$ cat config.mk
export PLATFORM = sky130hd
export DESIGN_NAME = ttu_regs
export DESIGN_NICKNAME = d
export VERILOG_FILES = /design/src/core/ttu_pkg.sv /design/src/core/ttu_regs.sv
export VERILOG_INCLUDE_DIRS = /design/src /design/src/core
export SDC_FILE = /design/constraint.sdc
export NUM_CORES = 1
export LEC_CHECK = 0
export ABC_CLOCK_PERIOD_IN_PS = 2720
export BUFFER_PORTS_ARGS = -buffer_cell sky130_fd_sc_hd__buf_2
export CAP_MARGIN = 20
export CORE_AREA = 3 3 141 245
export DETAILED_ROUTE_END_ITERATION = 6
export DIE_AREA = 0 0 144 248
export SYNTH_ARGS = -nofsm -noshare
export SYNTH_HDL_FRONTEND = slang
export SYNTH_SLANG_ARGS = --single-unit
$ cat constraint.sdc
create_clock -name sys_clk -period 2.72 [get_ports sys_clk]
set_clock_uncertainty 0.2 [all_clocks]
set_input_delay 0 -clock sys_clk [delete_from_list [all_inputs] [get_ports sys_clk]]
set_output_delay 0 -clock sys_clk [all_outputs]
set_load 0.01 [all_outputs]
$ cat src/core/ttu_defines.svh
// constants of the trace unstable alarm and indirect access register block
// Operation
// tu3 status bits 0..6 report and acknowledge unstable events of groups 1..7
// tu4 status bits 0..6 report and acknowledge unstable events of groups 1..7
// in tu3 mode every tu3 and tu4 unstable status bit reads 0
// tu3 status bit reads 0 when its group is tu2 or vt3 size
// tu4 status bit reads 0 when its group is tu2, vt3 or tu12 size
// status bit sets on every change of unstable state, either direction
// reading a status register clears its set bits and acknowledges them
// status bits keep setting while the interrupt enable is low
// separate 16-byte and 64-byte thresholds, the one for the message length applies
// short threshold bits 3:0, long threshold bits 7:4, both reset to 0111
// alternate algorithm low: count each differing message, alarm when count exceeds threshold
// alternate algorithm high: differing message starts per-message counting, same alarm test
// three or five repeats accept the message, negate alarm and clear counter
// group index and tributary index choose the indirect target buffer
// page select high targets the capture page, latest message, no debouncing
// page select low targets the expected page; both pages read and write
// any address register write triggers an access at the 6-bit byte index; the code drops a write made while busy
// direction 0 writes the data register byte into the buffer
// direction 1 reads the byte into the data register
// busy rises on the triggering write and falls when the access completes
// software polls busy low before reading data or starting another write
// software loads the data register before a write; it holds read data after
// interrupt request while any status bit set and enable high
`ifndef TTU_DEFINES_SVH
`define TTU_DEFINES_SVH
`define TTU_A_ST3      12'h426
`define TTU_A_ST4      12'h427
`define TTU_A_THR      12'h428
`define TTU_A_TSEL     12'h429
`define TTU_A_ADDR     12'h42a
`define TTU_A_DATA     12'h42b
`define TTU_THR_RST    4'h7
`define TTU_PER_SHORT  3'h3
`define TTU_PER_LONG   3'h5
`define TTU_CNT_MAX    5'h1f
`define TTU_NGRP       7
`define TTU_NTRIB      14
`define TTU_SZ_TU11    2'h0
`define TTU_SZ_TU12    2'h1
`define TTU_SZ_VT3     2'h2
`define TTU_SZ_TU2     2'h3
`endif

$ cat src/core/ttu_pkg.sv
// types of the trace unstable alarm and indirect access register block
package ttu_pkg;
  typedef enum logic {ENG_IDLE, ENG_WAIT} ttu_eng_e;
  typedef struct packed {
    logic [3:0]        thr16;
    logic [3:0]        thr64;
    logic              page;
    logic [2:0]        grp;
    logic [1:0]        trib;
    logic              dir;
    logic [5:0]        byte_idx;
    ttu_eng_e          eng;
    logic [7:0]        data;
    logic [7:0]        rdata;
    logic [6:0]        st3;
    logic [6:0]        st4;
    logic [13:0]       alarm;
    logic [13:0]       active;
    logic [13:0][4:0]  ucnt;
    logic [13:0][2:0]  pcnt;
  } ttu_state_s;
endpackage : ttu_pkg

$ cat src/core/ttu_regs.sv
// trace unstable status, thresholds, counters and indirect buffer access
`timescale 1ns/1ps
`default_nettype none
`include "ttu_defines.svh"
module ttu_regs
  import ttu_pkg::*;
(
  input  wire logic              sys_clk,
  input  wire logic              nrst,
  // microprocessor port, synchronous strobes
  input  wire logic [11:0]       up_addr,
  input  wire logic              up_wr,
  input  wire logic              up_rd,
  input  wire logic [7:0]        up_wdata,
  output logic      [7:0]        up_rdata,
  // configuration
  input  wire logic              tu3_mode,
  input  wire logic [6:0][1:0]   group_size,
  input  wire logic              long_msg,
  input  wire logic              alternate_algorithm_select,
  input  wire logic              persistence_five_select,
  input  wire logic              unstable_interrupt_enable,
  // received messages, index 0..6 tu3 of groups, 7..13 tu4 of groups
  input  wire logic [13:0]       msg_done,
  input  wire logic [13:0]       msg_differs,
  output logic      [13:0]       trace_unstable_alarm,
  output logic                   unstable_irq,
  // trace buffer port
  output logic                   buf_req,
  output logic                   buf_we,
  output logic                   buf_page,
  output logic      [2:0]        buf_grp,
  output logic      [1:0]        buf_trib,
  output logic      [5:0]        buf_byte,
  output logic      [7:0]        buf_wdata,
  input  wire logic [7:0]        buf_rdata,
  input  wire logic              buf_ack
);

  ttu_state_s st_ff;
  ttu_state_s nxt_st;

  // per-group validity of the third and fourth tributary
  function automatic logic [6:0] valid_mask(input logic [6:0][1:0] sz,
                                            input logic            tu3,
                                            input logic            fourth);
    logic [6:0] m;
    m = '0;
    for (int g = 0; g < `TTU_NGRP; g++) begin
      if (fourth) begin
        m[g] = (sz[g] == `TTU_SZ_TU11);
      end else begin
        m[g] = (sz[g] == `TTU_SZ_TU11) || (sz[g] == `TTU_SZ_TU12);
      end
    end
    return tu3 ? 7'h00 : m;
  endfunction : valid_mask

  // saturating increment of the unstable counter
  function automatic logic [4:0] cnt_inc(input logic [4:0] c);
    return (c == `TTU_CNT_MAX) ? c : c + 5'h01;
  endfunction : cnt_inc

  logic [6:0]  v3;
  logic [6:0]  v4;
  logic [3:0]  thr_act;
  logic [2:0]  per_need;
  logic [13:0] chg;
  logic        hit_wr;

  assign v3       = valid_mask(group_size, tu3_mode, 1'b0);
  assign v4       = valid_mask(group_size, tu3_mode, 1'b1);
  assign thr_act  = long_msg ? st_ff.thr64 : st_ff.thr16;
  assign per_need = persistence_five_select ? `TTU_PER_LONG : `TTU_PER_SHORT;

  always_comb begin
    logic [4:0] c;
    logic [2:0] p;
    c      = '0;
    p      = '0;
    nxt_st = st_ff;
    chg    = '0;
    hit_wr = 1'b0;

    // unstable counters, one per tributary
    for (int i = 0; i < `TTU_NTRIB; i++) begin
      c = st_ff.ucnt[i];
      p = st_ff.pcnt[i];
      if (msg_done[i]) begin
        if (msg_differs[i]) begin
          c = cnt_inc(c);
          p = 3'h1;
          nxt_st.active[i] = 1'b1;
        end else begin
          if (alternate_algorithm_select && st_ff.active[i]) begin
            c = cnt_inc(c);
          end
          if (p < per_need) begin
            p = p + 3'h1;
          end
        end
        if (p >= per_need) begin
          c = '0;
          nxt_st.active[i] = 1'b0;
          nxt_st.alarm[i]  = 1'b0;
        end else if (c > {1'b0, thr_act}) begin
          nxt_st.alarm[i] = 1'b1;
        end
      end
      nxt_st.ucnt[i] = c;
      nxt_st.pcnt[i] = p;
      chg[i] = nxt_st.alarm[i] != st_ff.alarm[i];
    end

    // read clears, a same-cycle event wins over the clear
    if (up_rd && (up_addr == `TTU_A_ST3)) begin
      nxt_st.st3 = '0;
    end
    if (up_rd && (up_addr == `TTU_A_ST4)) begin
      nxt_st.st4 = '0;
    end
    // status sets regardless of the interrupt enable
    nxt_st.st3 = nxt_st.st3 | (chg[6:0] & v3);
    nxt_st.st4 = nxt_st.st4 | (chg[13:7] & v4);

    // register writes
    if (up_wr) begin
      case (up_addr)
        `TTU_A_THR: begin
          nxt_st.thr16 = up_wdata[3:0];
          nxt_st.thr64 = up_wdata[7:4];
        end
        `TTU_A_TSEL: begin
          nxt_st.page = up_wdata[7];
          nxt_st.grp  = up_wdata[4:2];
          nxt_st.trib = up_wdata[1:0];
        end
        `TTU_A_ADDR: begin
          hit_wr = 1'b1;
        end
        `TTU_A_DATA: begin
          // a write here while a read is pending is overwritten by the fetch
          nxt_st.data = up_wdata;
        end
        default: begin
          nxt_st.data = nxt_st.data;
        end
      endcase
    end

    // indirect access engine
    case (st_ff.eng)
      ENG_IDLE: begin
        if (hit_wr) begin
          nxt_st.dir      = up_wdata[6];
          nxt_st.byte_idx = up_wdata[5:0];
          nxt_st.eng      = ENG_WAIT;
        end
      end
      ENG_WAIT: begin
        // new triggers are dropped while busy; software waits for busy low
        if (buf_ack) begin
          nxt_st.eng = ENG_IDLE;
          if (st_ff.dir) begin
            nxt_st.data = buf_rdata;
          end
        end
      end
      default: begin
        nxt_st.eng = ENG_IDLE;
      end
    endcase

    // registered read data
    nxt_st.rdata = '0;
    if (up_rd) begin
      case (up_addr)
        `TTU_A_ST3:  nxt_st.rdata = {1'b0, st_ff.st3 & v3};
        `TTU_A_ST4:  nxt_st.rdata = {1'b0, st_ff.st4 & v4};
        `TTU_A_THR:  nxt_st.rdata = {st_ff.thr64, st_ff.thr16};
        `TTU_A_TSEL: nxt_st.rdata = {st_ff.page, 2'b00, st_ff.grp, st_ff.trib};
        `TTU_A_ADDR: nxt_st.rdata = {st_ff.eng == ENG_WAIT, st_ff.dir,
                                     st_ff.byte_idx};
        `TTU_A_DATA: nxt_st.rdata = st_ff.data;
        default:     nxt_st.rdata = '0;
      endcase
    end
  end

  always_ff @(posedge sys_clk) begin
    if (!nrst) begin
      st_ff          <= '0;
      st_ff.thr16    <= `TTU_THR_RST;
      st_ff.thr64    <= `TTU_THR_RST;
      st_ff.eng      <= ENG_IDLE;
    end else begin
      st_ff <= nxt_st;
    end
  end

  assign up_rdata             = st_ff.rdata;
  assign trace_unstable_alarm = st_ff.alarm;
  // request follows the sticky bits, so reads drop it
  assign unstable_irq         = unstable_interrupt_enable &&
                                (|(st_ff.st3 & v3) || |(st_ff.st4 & v4));
  // buffer request held until acknowledged
  assign buf_req   = (st_ff.eng == ENG_WAIT);
  assign buf_we    = !st_ff.dir;
  assign buf_page  = st_ff.page;
  assign buf_grp   = st_ff.grp;
  assign buf_trib  = st_ff.trib;
  assign buf_byte  = st_ff.byte_idx;
  assign buf_wdata = st_ff.data;

endmodule : ttu_regs
`default_nettype wire

==> key figures, run 1 <==
Status
  • Status: complete, but fails checks
  • Failing checks: negative setup slack

Placement
  • DP Area: between 10,000 and 15,000 sq um
  • Post-Place Cells: around 2,200
  • Port bufs: approximately 120
  • Hpwl dp: roughly 30 mm
  • RD Place Congestion: about 0.87

Global route
  • Global-route wire length before repair: around 64 mm
  • Initial antenna violation count: 2
  • Via count of the first global-routing pass: roughly 13,000
  • Largest net degree at the start of global routing: between 60 and 70
  • Most used routing layer: met2
  • Total GRT Usage: 22.3%
  • Met3 Usage GRT: ~3.7%
  • Global-route met2 utilization: about 41%
  • GR Util met1: 23.7%
  • Grt ovf: 0

Logic synthesis
  • Synth top area share: between 20% and 30%
  • Mapped Cells: ~1,600
  • Synthesis-stage register bit count: 192
  • Count leader, synth: dfxtp_1
  • Mapped Nets: around 1,900
  • Area leader, netlist: dfxtp_1
  • Synth top cells by count: 192 x dfxtp_1, 187 x nor2_1, 176 x a21oi_1, 170 x nand2_1, 140 x ha_1
  • Yosys warns: 0
  • EDFF count, synth: 0
  • Synth area leaders: dfxtp_1 29%, ha_1 13%, a21oi_1 6.8%
  • Post-synth cell types: 64
  • Async S/R FF share, synth: 0%
  • Top_reg_cell synth: dfxtp_1
  • Syn_area_per_cell: slightly below 8 sq um
  • Synthesized cell area: about 13,000 sq um
  • Post-synthesis sequential area ratio: between 20 and 30%

Routing
  • Post-route DRC: 0
  • Vias per cell: around 5.6
  • Initial DRC Count: 533
  • Total wire length: about 41 mm
  • Vias: between 10,000 and 15,000
  • Drt first pass iters: 5
  • WL/cell: 17.2 um
  • Final ANT Viol Nets: 0

Power and ir drop
  • Pwr per Cell Area: roughly 400 nW/um^2
  • Pleak: approximately 7.1 nW
  • Worst ir drop on vdd: ~0.00040 V

Job
  • Max Cap Viol: 0

Floorplan
  • Die X: between 100 and 150 um
  • Core box area: 32,900 sq um
  • Ports: about 130
  • Cell row count: 88
  • Die Height: 248 um
  • Die area: between 30,000 and 40,000 sq um
  • Initial core utilization: between 30% and 40%

Clock network
  • Total clock sinks: between 150 and 200
  • Clock transition at path regs: around 0.070 ns
  • Longest Clk Path Bufs: 2
  • TritonCTS Buffers: 17
  • Clk root buf: clkbuf_16
  • H-Tree Depth: 4
  • CTS tree: yes
  • Clock latency on the worst-skew pair: approximately 0.45 ns

STA
  • Final setup viols: 1
  • Fin worst setup slack: -0.0678 ns
  • Slew @ Worst Pin: 0.827 ns
  • Fin crit share: 102%
  • Unrepaired setup endpoints after global routing: true
  • Final hold vios: 0
  • Final Max Tran Viols: 0
  • Achievable Freq: roughly 360 MHz
  • Slew margin rel.: 44.8%
  • Fin crit period: 2.79 ns

Layout
  • Share of layout cells above drive strength 1: between 20 and 25%
  • Synth-to-Final Area Change: 28.7%
  • Final Non-Filler Cells: 2,355
  • Fin area: roughly 17,000 sq um
  • FF+latch area: just under 4000 sq um
  • Fin nets: roughly 2,200
  • Multi-input gate area: approximately 8900 sq um
  • Fillcell total: roughly 3,100

Worst setup path
  • CP required: 2.91 ns
  • CP Capture Type: register
  • Critical path arrival: between 2 and 3 ns
  • R2R cell count: 11
  • Worst setup path category: reg2reg
  • Critical path launch point type: register
  • Crit-path max FO: 2

Worst hold path
  • Cell count of the worst hold path: 4
  • HP Class: in2reg
==> sequential cells by signal (all words and copies together), names as in the netlist <==
register              count
buf_page                  1
buf_wdata                 8
buf_trib                  2
buf_req                   1
st_ff                   149
up_rdata                  8
trace_unstable_alarm     14
buf_grp                   3
buf_byte                  6
==> final cells by class <==
| class | count | area share [%] |
|---|---|---|
| sequential | 192 | 23.0 |
| timing repair buffer | 366 | 16.5 |
| inverter | 39 | 0.873 |
| multi-input combinational | 1320 | 53.2 |
| antenna | 2 | 0.0298 |
| tap | 405 | 3.02 |
| clock buffer | 20 | 2.66 |
| clock inverter | 11 | 0.694 |
==> report_power, final <==
group	total, mW	switching (mW)	internal [mW]
Sequential	2.94	0.0600	2.88
Combinational	1.29	0.691	0.601
Clock	2.51	1.14	1.37
Total	6.74	1.90	4.85
==> stage by stage <==
step	power [mW]	hold WS [ns]	util (%)	setup TNS, ns	setup slack, ns
after floorplan	3.63	-0.150	-	0	0.0214
after global placement	4.07	-0.00383	44.4	-1.29	-0.0866
after detailed placement	4.10	-0.000250	44.4	-3.83	-0.121
after CTS	6.71	0.00614	49.5	0	0.00344
after global routing	7.06	0.0569	51.0	-0.204	-0.181
final	6.74	0.0355	51.0	-0.0678	-0.0678
==> worst paths after layout <==
| path | start | to | slack (ns) |
|---|---|---|---|
| setup / recovery | st_ff[48]$_SDFFE_PN0P_ | st_ff[148]$_SDFF_PN0_ | -0.07 |
| hold / removal | up_addr[0] | up_rdata[7]$_SDFF_PN0_ | 0.04 |
| setup reg to reg | st_ff[48]$_SDFFE_PN0P_ | st_ff[148]$_SDFF_PN0_ | -0.07 |
| hold reg to reg | st_ff[140]$_SDFF_PN0_ | st_ff[140]$_SDFF_PN0_ | 0.27 |
==> timing repair <==
action	4_1_cts	5_1_grt
cloned	0	0
hold buffers	110	0
hold endpoints to repair	192	0
pin swaps	0	56
setup endpoints to repair	22	110
gates resized for setup	9	121
buffers inserted	1	7
==> worst max-delay path, cell delays in order (launching register included) <==
cell	delay (ns)
dfxtp_2	0.36
ha_4	0.14
nand2_2	0.05
o21a_1	0.19
mux2_4	0.32
ha_4	0.27
nor2b_4	0.13
o211ai_1	0.08
a21oi_1	0.19
o311ai_2	0.12
or4_1	0.56
o21ai_1	0.13
==> layout by cell type, fill, tap and decap left out, types with 7 or more instances in the layout <==
master         count
nand4_1           28
ha_4               9
buf_2            124
inv_1             35
a21oi_2           21
and2_4            11
a32oi_1           14
dlygate4sd3_1    110
nand2_1          167
nor2_2             7
a31oi_1           32
a21o_1            30
nor3_2             9
xnor2_1           13
o211ai_1           7
nor3_1            24
mux2i_1           50
a21oi_1          155
dfxtp_1          178
nor2_1           178
o21a_1            17
a211oi_1          13
dfxtp_2           14
clkbuf_16         17
buf_4            126
mux2_2            30
nor2b_1           20
o21ai_0           91
and2_1            23
nand4b_1           7
a221o_1           10
xor2_1             7
o21ai_1           24
nand2b_1           9
ha_1             125
nand3_1           89
==> cells by family (layout without fill, tap and decap cells) <==
logic type      Yosys count  in the layout  synth area share [%]
flops                   192            192                  29.5
other cells               0              2                     0
buf+inv                 134            436                  5.16
mux                      88             88                  7.35
simple gates            622            622                  22.8
fa+ha+maj               140            140                  13.4
xor+xnor                 21             21                  1.41
compound gates          449            449                  20.3
==> routing by layer <==
| layer | vias up | wire length, um | share of wire [%] |
|---|---|---|---|
| met5 | - | 0 | 0 |
| met4 | 0 | 1820 | 4.5 |
| met3 | 95 | 1510 | 3.7 |
| met2 | 294 | 21100 | 52 |
| met1 | 6305 | 16100 | 40 |
| li1 | 6533 | - | - |
Power figures use the tool's default switching activity.
==> run 2, diff against run 1 <==
--- a/config.mk
+++ b/config.mk
@@ -15,3 +15,4 @@
 export SYNTH_ARGS = -nofsm -noshare
 export SYNTH_HDL_FRONTEND = slang
 export SYNTH_SLANG_ARGS = --single-unit
+export TNS_END_PERCENT = 5
==> key figures, run 2 (same netlist as run 1, synthesis figures left out) <==
Layout
  • Most common cell after layout, fill and taps aside: dfxtp_1
  • Top reg by flops: st_ff
  • Final Util: 50.6% (-0.40 points)
  • Fin area: 16,600 sq um (-0.78%)
  • Final Non-Filler Cells: 2,352 (-0.13%)
  • Fin nets: 2,153 (-0.14%)
  • Synth-to-Final Area Change: 27.7%
  • Share of layout cells above drive strength 1: 21.1% (-1.0 points)
  • Most frequent cells in the layout: 182 x dfxtp_1, 178 x nor2_1, 168 x nand2_1, 159 x a21oi_1, 130 x ha_1
  • Max reg flops: 149 (unchanged)

Worst setup path
  • R2R Setup Slk: -0.06 ns (about the same)
  • Worst setup path category: reg2reg
  • R2R cell count: 11 (unchanged)
  • Critical path launch point type: register
  • Reg2reg end: st_ff[148]$_SDFF_PN0_
  • Crit-path max FO: 2 (unchanged)
  • CP Capture Type: register
  • FF-to-FF Start: st_ff[48]$_SDFFE_PN0P_
  • Critical path arrival: 2.97 ns (about the same)
  • CP required: 2.91 ns (about the same)

Routing
  • Total wire length: 40.4 mm (-0.24%)
  • Drt first pass iters: 5 (unchanged)
  • Final ANT Viol Nets: 0 (unchanged)
  • Post-route DRC: 0 (unchanged)
  • Initial DRC Count: 572 (+7.3%)
  • WL/cell: 17.2 um (-0.11%)
  • Vias: 13,200 (-0.023%)
  • Vias per cell: 5.62 (+0.10%)

Power and ir drop
  • Worst ir drop on vdd: 0.000407 V (+0.85%)
  • Pleak: 7.12 nW (-0.26%)
  • Total chip power: 6.72 mW (-0.41%)
  • Pwr per Cell Area: 403 nW/um^2 (+0.37%)

STA
  • Final hold vios: 0 (unchanged)
  • Unrepaired setup endpoints after global routing: true
  • Slew margin rel.: 44.9% (about the same)
  • Fin worst setup slack: -0.0631 ns (+0.00470 ns)
  • Worst hold slack: 0.0274 ns (-0.00806 ns)
  • Fin crit share: 102% (-0.17 points)
  • Setup_tns: -0.0631 ns (+0.00470 ns)
  • Final Max Tran Viols: 0 (unchanged)
  • Final setup viols: 1 (unchanged)
  • Slew @ Worst Pin: 0.827 ns (-0.000287 ns)
  • Achievable Freq: 359 MHz (+0.17%)
  • Fin crit period: 2.78 ns (-0.00470 ns)

Clock network
  • H-Tree Depth: 4 (unchanged)
  • Clock transition at path regs: 0.07 ns (about the same)
  • Clock latency on the worst-skew pair: 0.46 ns (about the same)
  • Total clock sinks: 192 (unchanged)
  • Clk root buf: clkbuf_16
  • TritonCTS Buffers: 17 (unchanged)
  • CTS tree: yes
  • Longest Clk Path Bufs: 2 (unchanged)

Placement
  • Port bufs: 124 (unchanged)
  • Hpwl dp: 29.7 mm (unchanged)
  • RD Place Congestion: 0.867 (unchanged)
  • DP Area: 14,600 sq um (unchanged)
  • Pre-CTS setup slack: -0.121 ns (unchanged)
  • Post-Place Cells: 2,204 (unchanged)

Worst hold path
  • Hold path endpoint: up_rdata[7]$_SDFF_PN0_
  • HP Class: in2reg
  • Cell count of the worst hold path: 4 (unchanged)
  • Hold Crit Start: up_addr[0]

Global route
  • Global-route wire length before repair: 64.4 mm (about the same)
  • Total GRT Usage: 22.3% (about the same)
  • Initial antenna violation count: 2 (unchanged)
  • Grt ovf: 0 (unchanged)
  • Largest net degree at the start of global routing: 62 (unchanged)
  • Via count of the first global-routing pass: 13,300 (+0.030%)

Floorplan
  • Ports: 125 (unchanged)
  • Core box area: 32,900 sq um (unchanged)
  • Die Height: 248 um (unchanged)
  • Die area: 35,700 sq um (unchanged)
  • Die X: 144 um (unchanged)
  • Initial core utilization: 39.6% (unchanged)
  • Cell row count: 88 (unchanged)

Status
  • Failing checks: negative setup slack
  • Status: complete, but fails checks

Job
  • Max Cap Viol: 0 (unchanged)
run 2: changes by cell type in the layout (fill, tap and decap cells not counted), moves of 3 or more:
cell,previous run,this run
o21ai_0,91,94
o21ai_1,24,21
ha_4,9,6
dfxtp_2,14,9
a21oi_2,21,17
dfxtp_1,178,182
ha_1,125,130
a21oi_1,155,159
run 2: how the worst max path moves through the flow:
stage / slack, ns / cells past startpoint / start / end
2_1_floorplan: 0.02 / 10 / st_ff[82]$_SDFFE_PN0P_ / st_ff[141]$_SDFF_PN0_
3_3_place_gp: -0.09 / 15 / persistence_five_select / trace_unstable_alarm[1]$_SDFF_PN0_
3_5_place_dp: -0.12 / 15 / persistence_five_select / st_ff[69]$_SDFFE_PN0P_
4_1_cts: 0.006 / 13 / st_ff[16]$_SDFFE_PN0P_ / st_ff[69]$_SDFFE_PN0P_
5_1_grt: -0.18 / 11 / st_ff[48]$_SDFFE_PN0P_ / st_ff[148]$_SDFF_PN0_
6_report: -0.06 / 11 / st_ff[48]$_SDFFE_PN0P_ / st_ff[148]$_SDFF_PN0_
run 2: final cells by class:
cell class,count,area [sq um]
Fill cell,3144,16300
Multi-Input combinational cell,1320,8830
Sequential cell,192,3860
Timing Repair Buffer,363,2740
Tap cell,405,507
Clock buffer,20,447
Inverter,39,146
Clock inverter,11,116
Antenna cell,2,5.00
run 2: power by group:
group          switching [mW]  internal, mW  leakage (nW)
Combinational           0.682         0.586          5.29
Sequential             0.0592          2.88          1.56
Clock                    1.14          1.36         0.271
Total                    1.88          4.83          7.12
run 2: repair_timing:
action                                 CTS  global route
gates resized for setup                  8            97
cloned                                   0             0
hold buffers                           110             0
endpoints found under the hold margin  192             0
pin swaps                                0            34
setup endpoints to repair               22           110
buffers inserted                         0             5
run 2: routing by layer:
layer / vias to the layer above / wire (um) / global-route usage [%]
li1: 6536 / - / -
met5: - / 0 / 0
met1: 6295 / 16100 / 23.7
met3: 99 / 1490 / 3.68
met2: 294 / 21000 / 41.4
met4: 0 / 1860 / 11.9
run 2: worst max-delay path, stage by stage, from the launching register on:
cell and delay, ns:
dfxtp_2 0.36, ha_4 0.14, nand2_2 0.05, o21a_1 0.19, mux2_4 0.32, ha_4 0.27
nor2b_4 0.13, o211ai_1 0.08, a21oi_1 0.19, o311ai_2 0.12, or4_1 0.55, o21ai_1 0.13
==> run 3, diff against run 2 <==
--- a/config.mk
+++ b/config.mk
@@ -12,6 +12,7 @@
 export CORE_AREA = 3 3 141 245
 export DETAILED_ROUTE_END_ITERATION = 6
 export DIE_AREA = 0 0 144 248
+export MAX_ROUTING_LAYER = met4
 export SYNTH_ARGS = -nofsm -noshare
 export SYNTH_HDL_FRONTEND = slang
 export SYNTH_SLANG_ARGS = --single-unit
==> key figures, run 3 (same netlist as run 1, synthesis figures left out) <==
Placement
  • Pre-CTS setup slack: -0.121 ns (unchanged)
  • RD Place Congestion: 0.882 (+1.7%)
  • Post-Place Cells: 2,204 (unchanged)
  • DP Area: 14,600 sq um (unchanged)
  • Port bufs: 124 (unchanged)
  • Hpwl dp: 29.7 mm (unchanged)

Worst setup path
  • CP Capture Point: st_ff[148]$_SDFF_PN0_
  • Slowest cell on crit path: or4_1
  • Worst setup path category: reg2reg
  • Critical path launch point: st_ff[48]$_SDFFE_PN0P_
  • WP depth: 11 (unchanged)
  • CP top delay family: simple AND/OR/NAND/NOR gates
  • Reg2reg end: st_ff[148]$_SDFF_PN0_
  • Critical path buffer and inverter count: 0 (unchanged)
  • Most used cell, CP: ha_4
  • R2R Setup Slk: -0.05 ns (about the same)
  • Critical path launch point type: register
  • FF-to-FF Start: st_ff[48]$_SDFFE_PN0P_
  • Max incr delay on CP: 0.55 ns (about the same)
  • CP Capture Type: register
  • R2R cell count: 11 (unchanged)
  • Crit path cell chain: ha_4 -> nand2_2 -> o21a_1 -> mux2_4 -> ha_4 -> nor2b_4 -> o211ai_1 -> a21oi_1 -> o311ai_2 -> or4_1 -> o21ai_1
  • CP required: 2.91 ns (about the same)
  • Critical path arrival: 2.96 ns (about the same)
  • Crit-path max FO: 2 (unchanged)

Floorplan
  • Cell row count: 88 (unchanged)
  • Die area: 35,700 sq um (unchanged)
  • Die X: 144 um (unchanged)
  • Initial core utilization: 39.6% (unchanged)
  • Core box area: 32,900 sq um (unchanged)
  • Die Height: 248 um (unchanged)
  • Ports: 125 (unchanged)

Global route
  • Global-route met2 utilization: 41.4% (about the same)
  • Grt ovf: 0 (unchanged)
  • Initial antenna violation count: 2 (unchanged)
  • Total GRT Usage: 23.0% (+0.69 points)
  • GR Util met1: 23.9% (+0.21 points)
  • Met3 Usage GRT: 3.61% (-0.077 points)
  • Largest net degree at the start of global routing: 62 (unchanged)
  • Most used routing layer: met2
  • Via count of the first global-routing pass: 13,300 (-0.053%)
  • Global-route wire length before repair: 64.4 mm (about the same)

STA
  • Slew @ Worst Pin: 0.824 ns (-0.00361 ns)
  • Setup_tns: -0.0542 ns (+0.00886 ns)
  • Slew margin rel.: 45.1% (+0.24 points)
  • Fin worst setup slack: -0.0542 ns (+0.00886 ns)
  • Unrepaired setup endpoints after global routing: true
  • Final hold vios: 0 (unchanged)
  • Final setup viols: 1 (unchanged)
  • Worst hold slack: 0.0308 ns (+0.00339 ns)
  • Final Max Tran Viols: 0 (unchanged)
  • Achievable Freq: 360 MHz (+0.32%)
  • Fin crit period: 2.77 ns (-0.00886 ns)
  • Fin crit share: 102% (-0.33 points)

Power and ir drop
  • Pwr per Cell Area: 403 nW/um^2 (about the same)
  • Total chip power: 6.71 mW (about the same)
  • Pleak: 7.12 nW (about the same)
  • Worst ir drop on vdd: 0.000406 V (-0.15%)

Layout
  • Final Non-Filler Cells: 2,352 (unchanged)
  • Share of layout cells above drive strength 1: 21.2% (+0.051 points)
  • Top reg by flops: st_ff
  • Most frequent cells in the layout: 181 x dfxtp_1, 178 x nor2_1, 168 x nand2_1, 159 x a21oi_1, 130 x ha_1
  • Max reg flops: 149 (unchanged)
  • Fin area: 16,600 sq um (about the same)
  • Fin nets: 2,153 (unchanged)
  • Final Util: 50.6% (about the same)
  • Most common cell after layout, fill and taps aside: dfxtp_1
  • Synth-to-Final Area Change: 27.7% (about the same)

Status
  • Status: complete, but fails checks
  • Failing checks: negative setup slack

Routing
  • Post-route DRC: 0 (unchanged)
  • Initial DRC Count: 575 (+0.52%)
  • Drt first pass iters: 5 (unchanged)
  • Total wire length: 40.4 mm (-0.15%)
  • Vias per cell: 5.60 (-0.32%)
  • Final ANT Viol Nets: 0 (unchanged)
  • WL/cell: 17.2 um (-0.15%)
  • Vias: 13,200 (-0.32%)

Clock network
  • Longest Clk Path Bufs: 2 (unchanged)
  • Clock latency on the worst-skew pair: 0.46 ns (about the same)
  • Clk root buf: clkbuf_16
  • Total clock sinks: 192 (unchanged)
  • CTS tree: yes
  • Clock transition at path regs: 0.07 ns (about the same)
  • H-Tree Depth: 4 (unchanged)
  • TritonCTS Buffers: 17 (unchanged)

Job
  • Max Cap Viol: 0 (unchanged)

Worst hold path
  • HP Class: in2reg
run 3: how the worst min path moves through the flow:
stage / end / slack, ns / startpoint / cells past startpoint
finish: up_rdata[7]$_SDFF_PN0_ / 0.03 / up_addr[0] / 4
global route: up_rdata[6]$_SDFF_PN0_ / 0.06 / up_addr[3] / 4
global placement: buf_wdata[0]$_SDFF_PN0_ / -0.004 / buf_rdata[0] / 3
CTS: up_rdata[6]$_SDFF_PN0_ / 0.006 / up_addr[2] / 4
detailed placement: buf_wdata[1]$_SDFF_PN0_ / -0.0002 / buf_rdata[1] / 3
floorplan: unstable_irq / -0.15 / tu3_mode / 1
run 3: worst min-delay path: stages:
cell     delay (ns)
buf_2          0.25
o22ai_1        0.23
a22oi_1        0.08
nor2_1         0.09
run 3: report_power, final:
group	switching [mW]	leakage (nW)	total (mW)	internal (mW)
combinational	0.681	5.29	1.27	0.586
sequential	0.0595	1.56	2.94	2.88
clock	1.14	0.271	2.51	1.36
total	1.88	7.12	6.71	4.83
run 3: cell type report:
type,count,area [sq um]
clock inverter,11,116
tap,405,507
multi-input combinational,1320,8830
timing repair buffer,363,2740
sequential,192,3860
inverter,39,146
fill,3143,16300
clock buffer,20,447
antenna,2,5.00
run 3: repair_timing:
item | 4_1_cts | 5_1_grt
endpoints found under the hold margin | 192 | 0
pin swaps | 0 | 34
setup endpoints to repair | 22 | 110
gates cloned | 0 | 0
hold buffers | 110 | 0
gates resized for setup | 8 | 98
setup buffers | 0 | 5
run 3: metal layers:
metal	vias up	wire length (um)
met3	91	1580
met5	-	0
met2	294	21100
met1	6263	15900
li1	6534	-
met4	0	1760
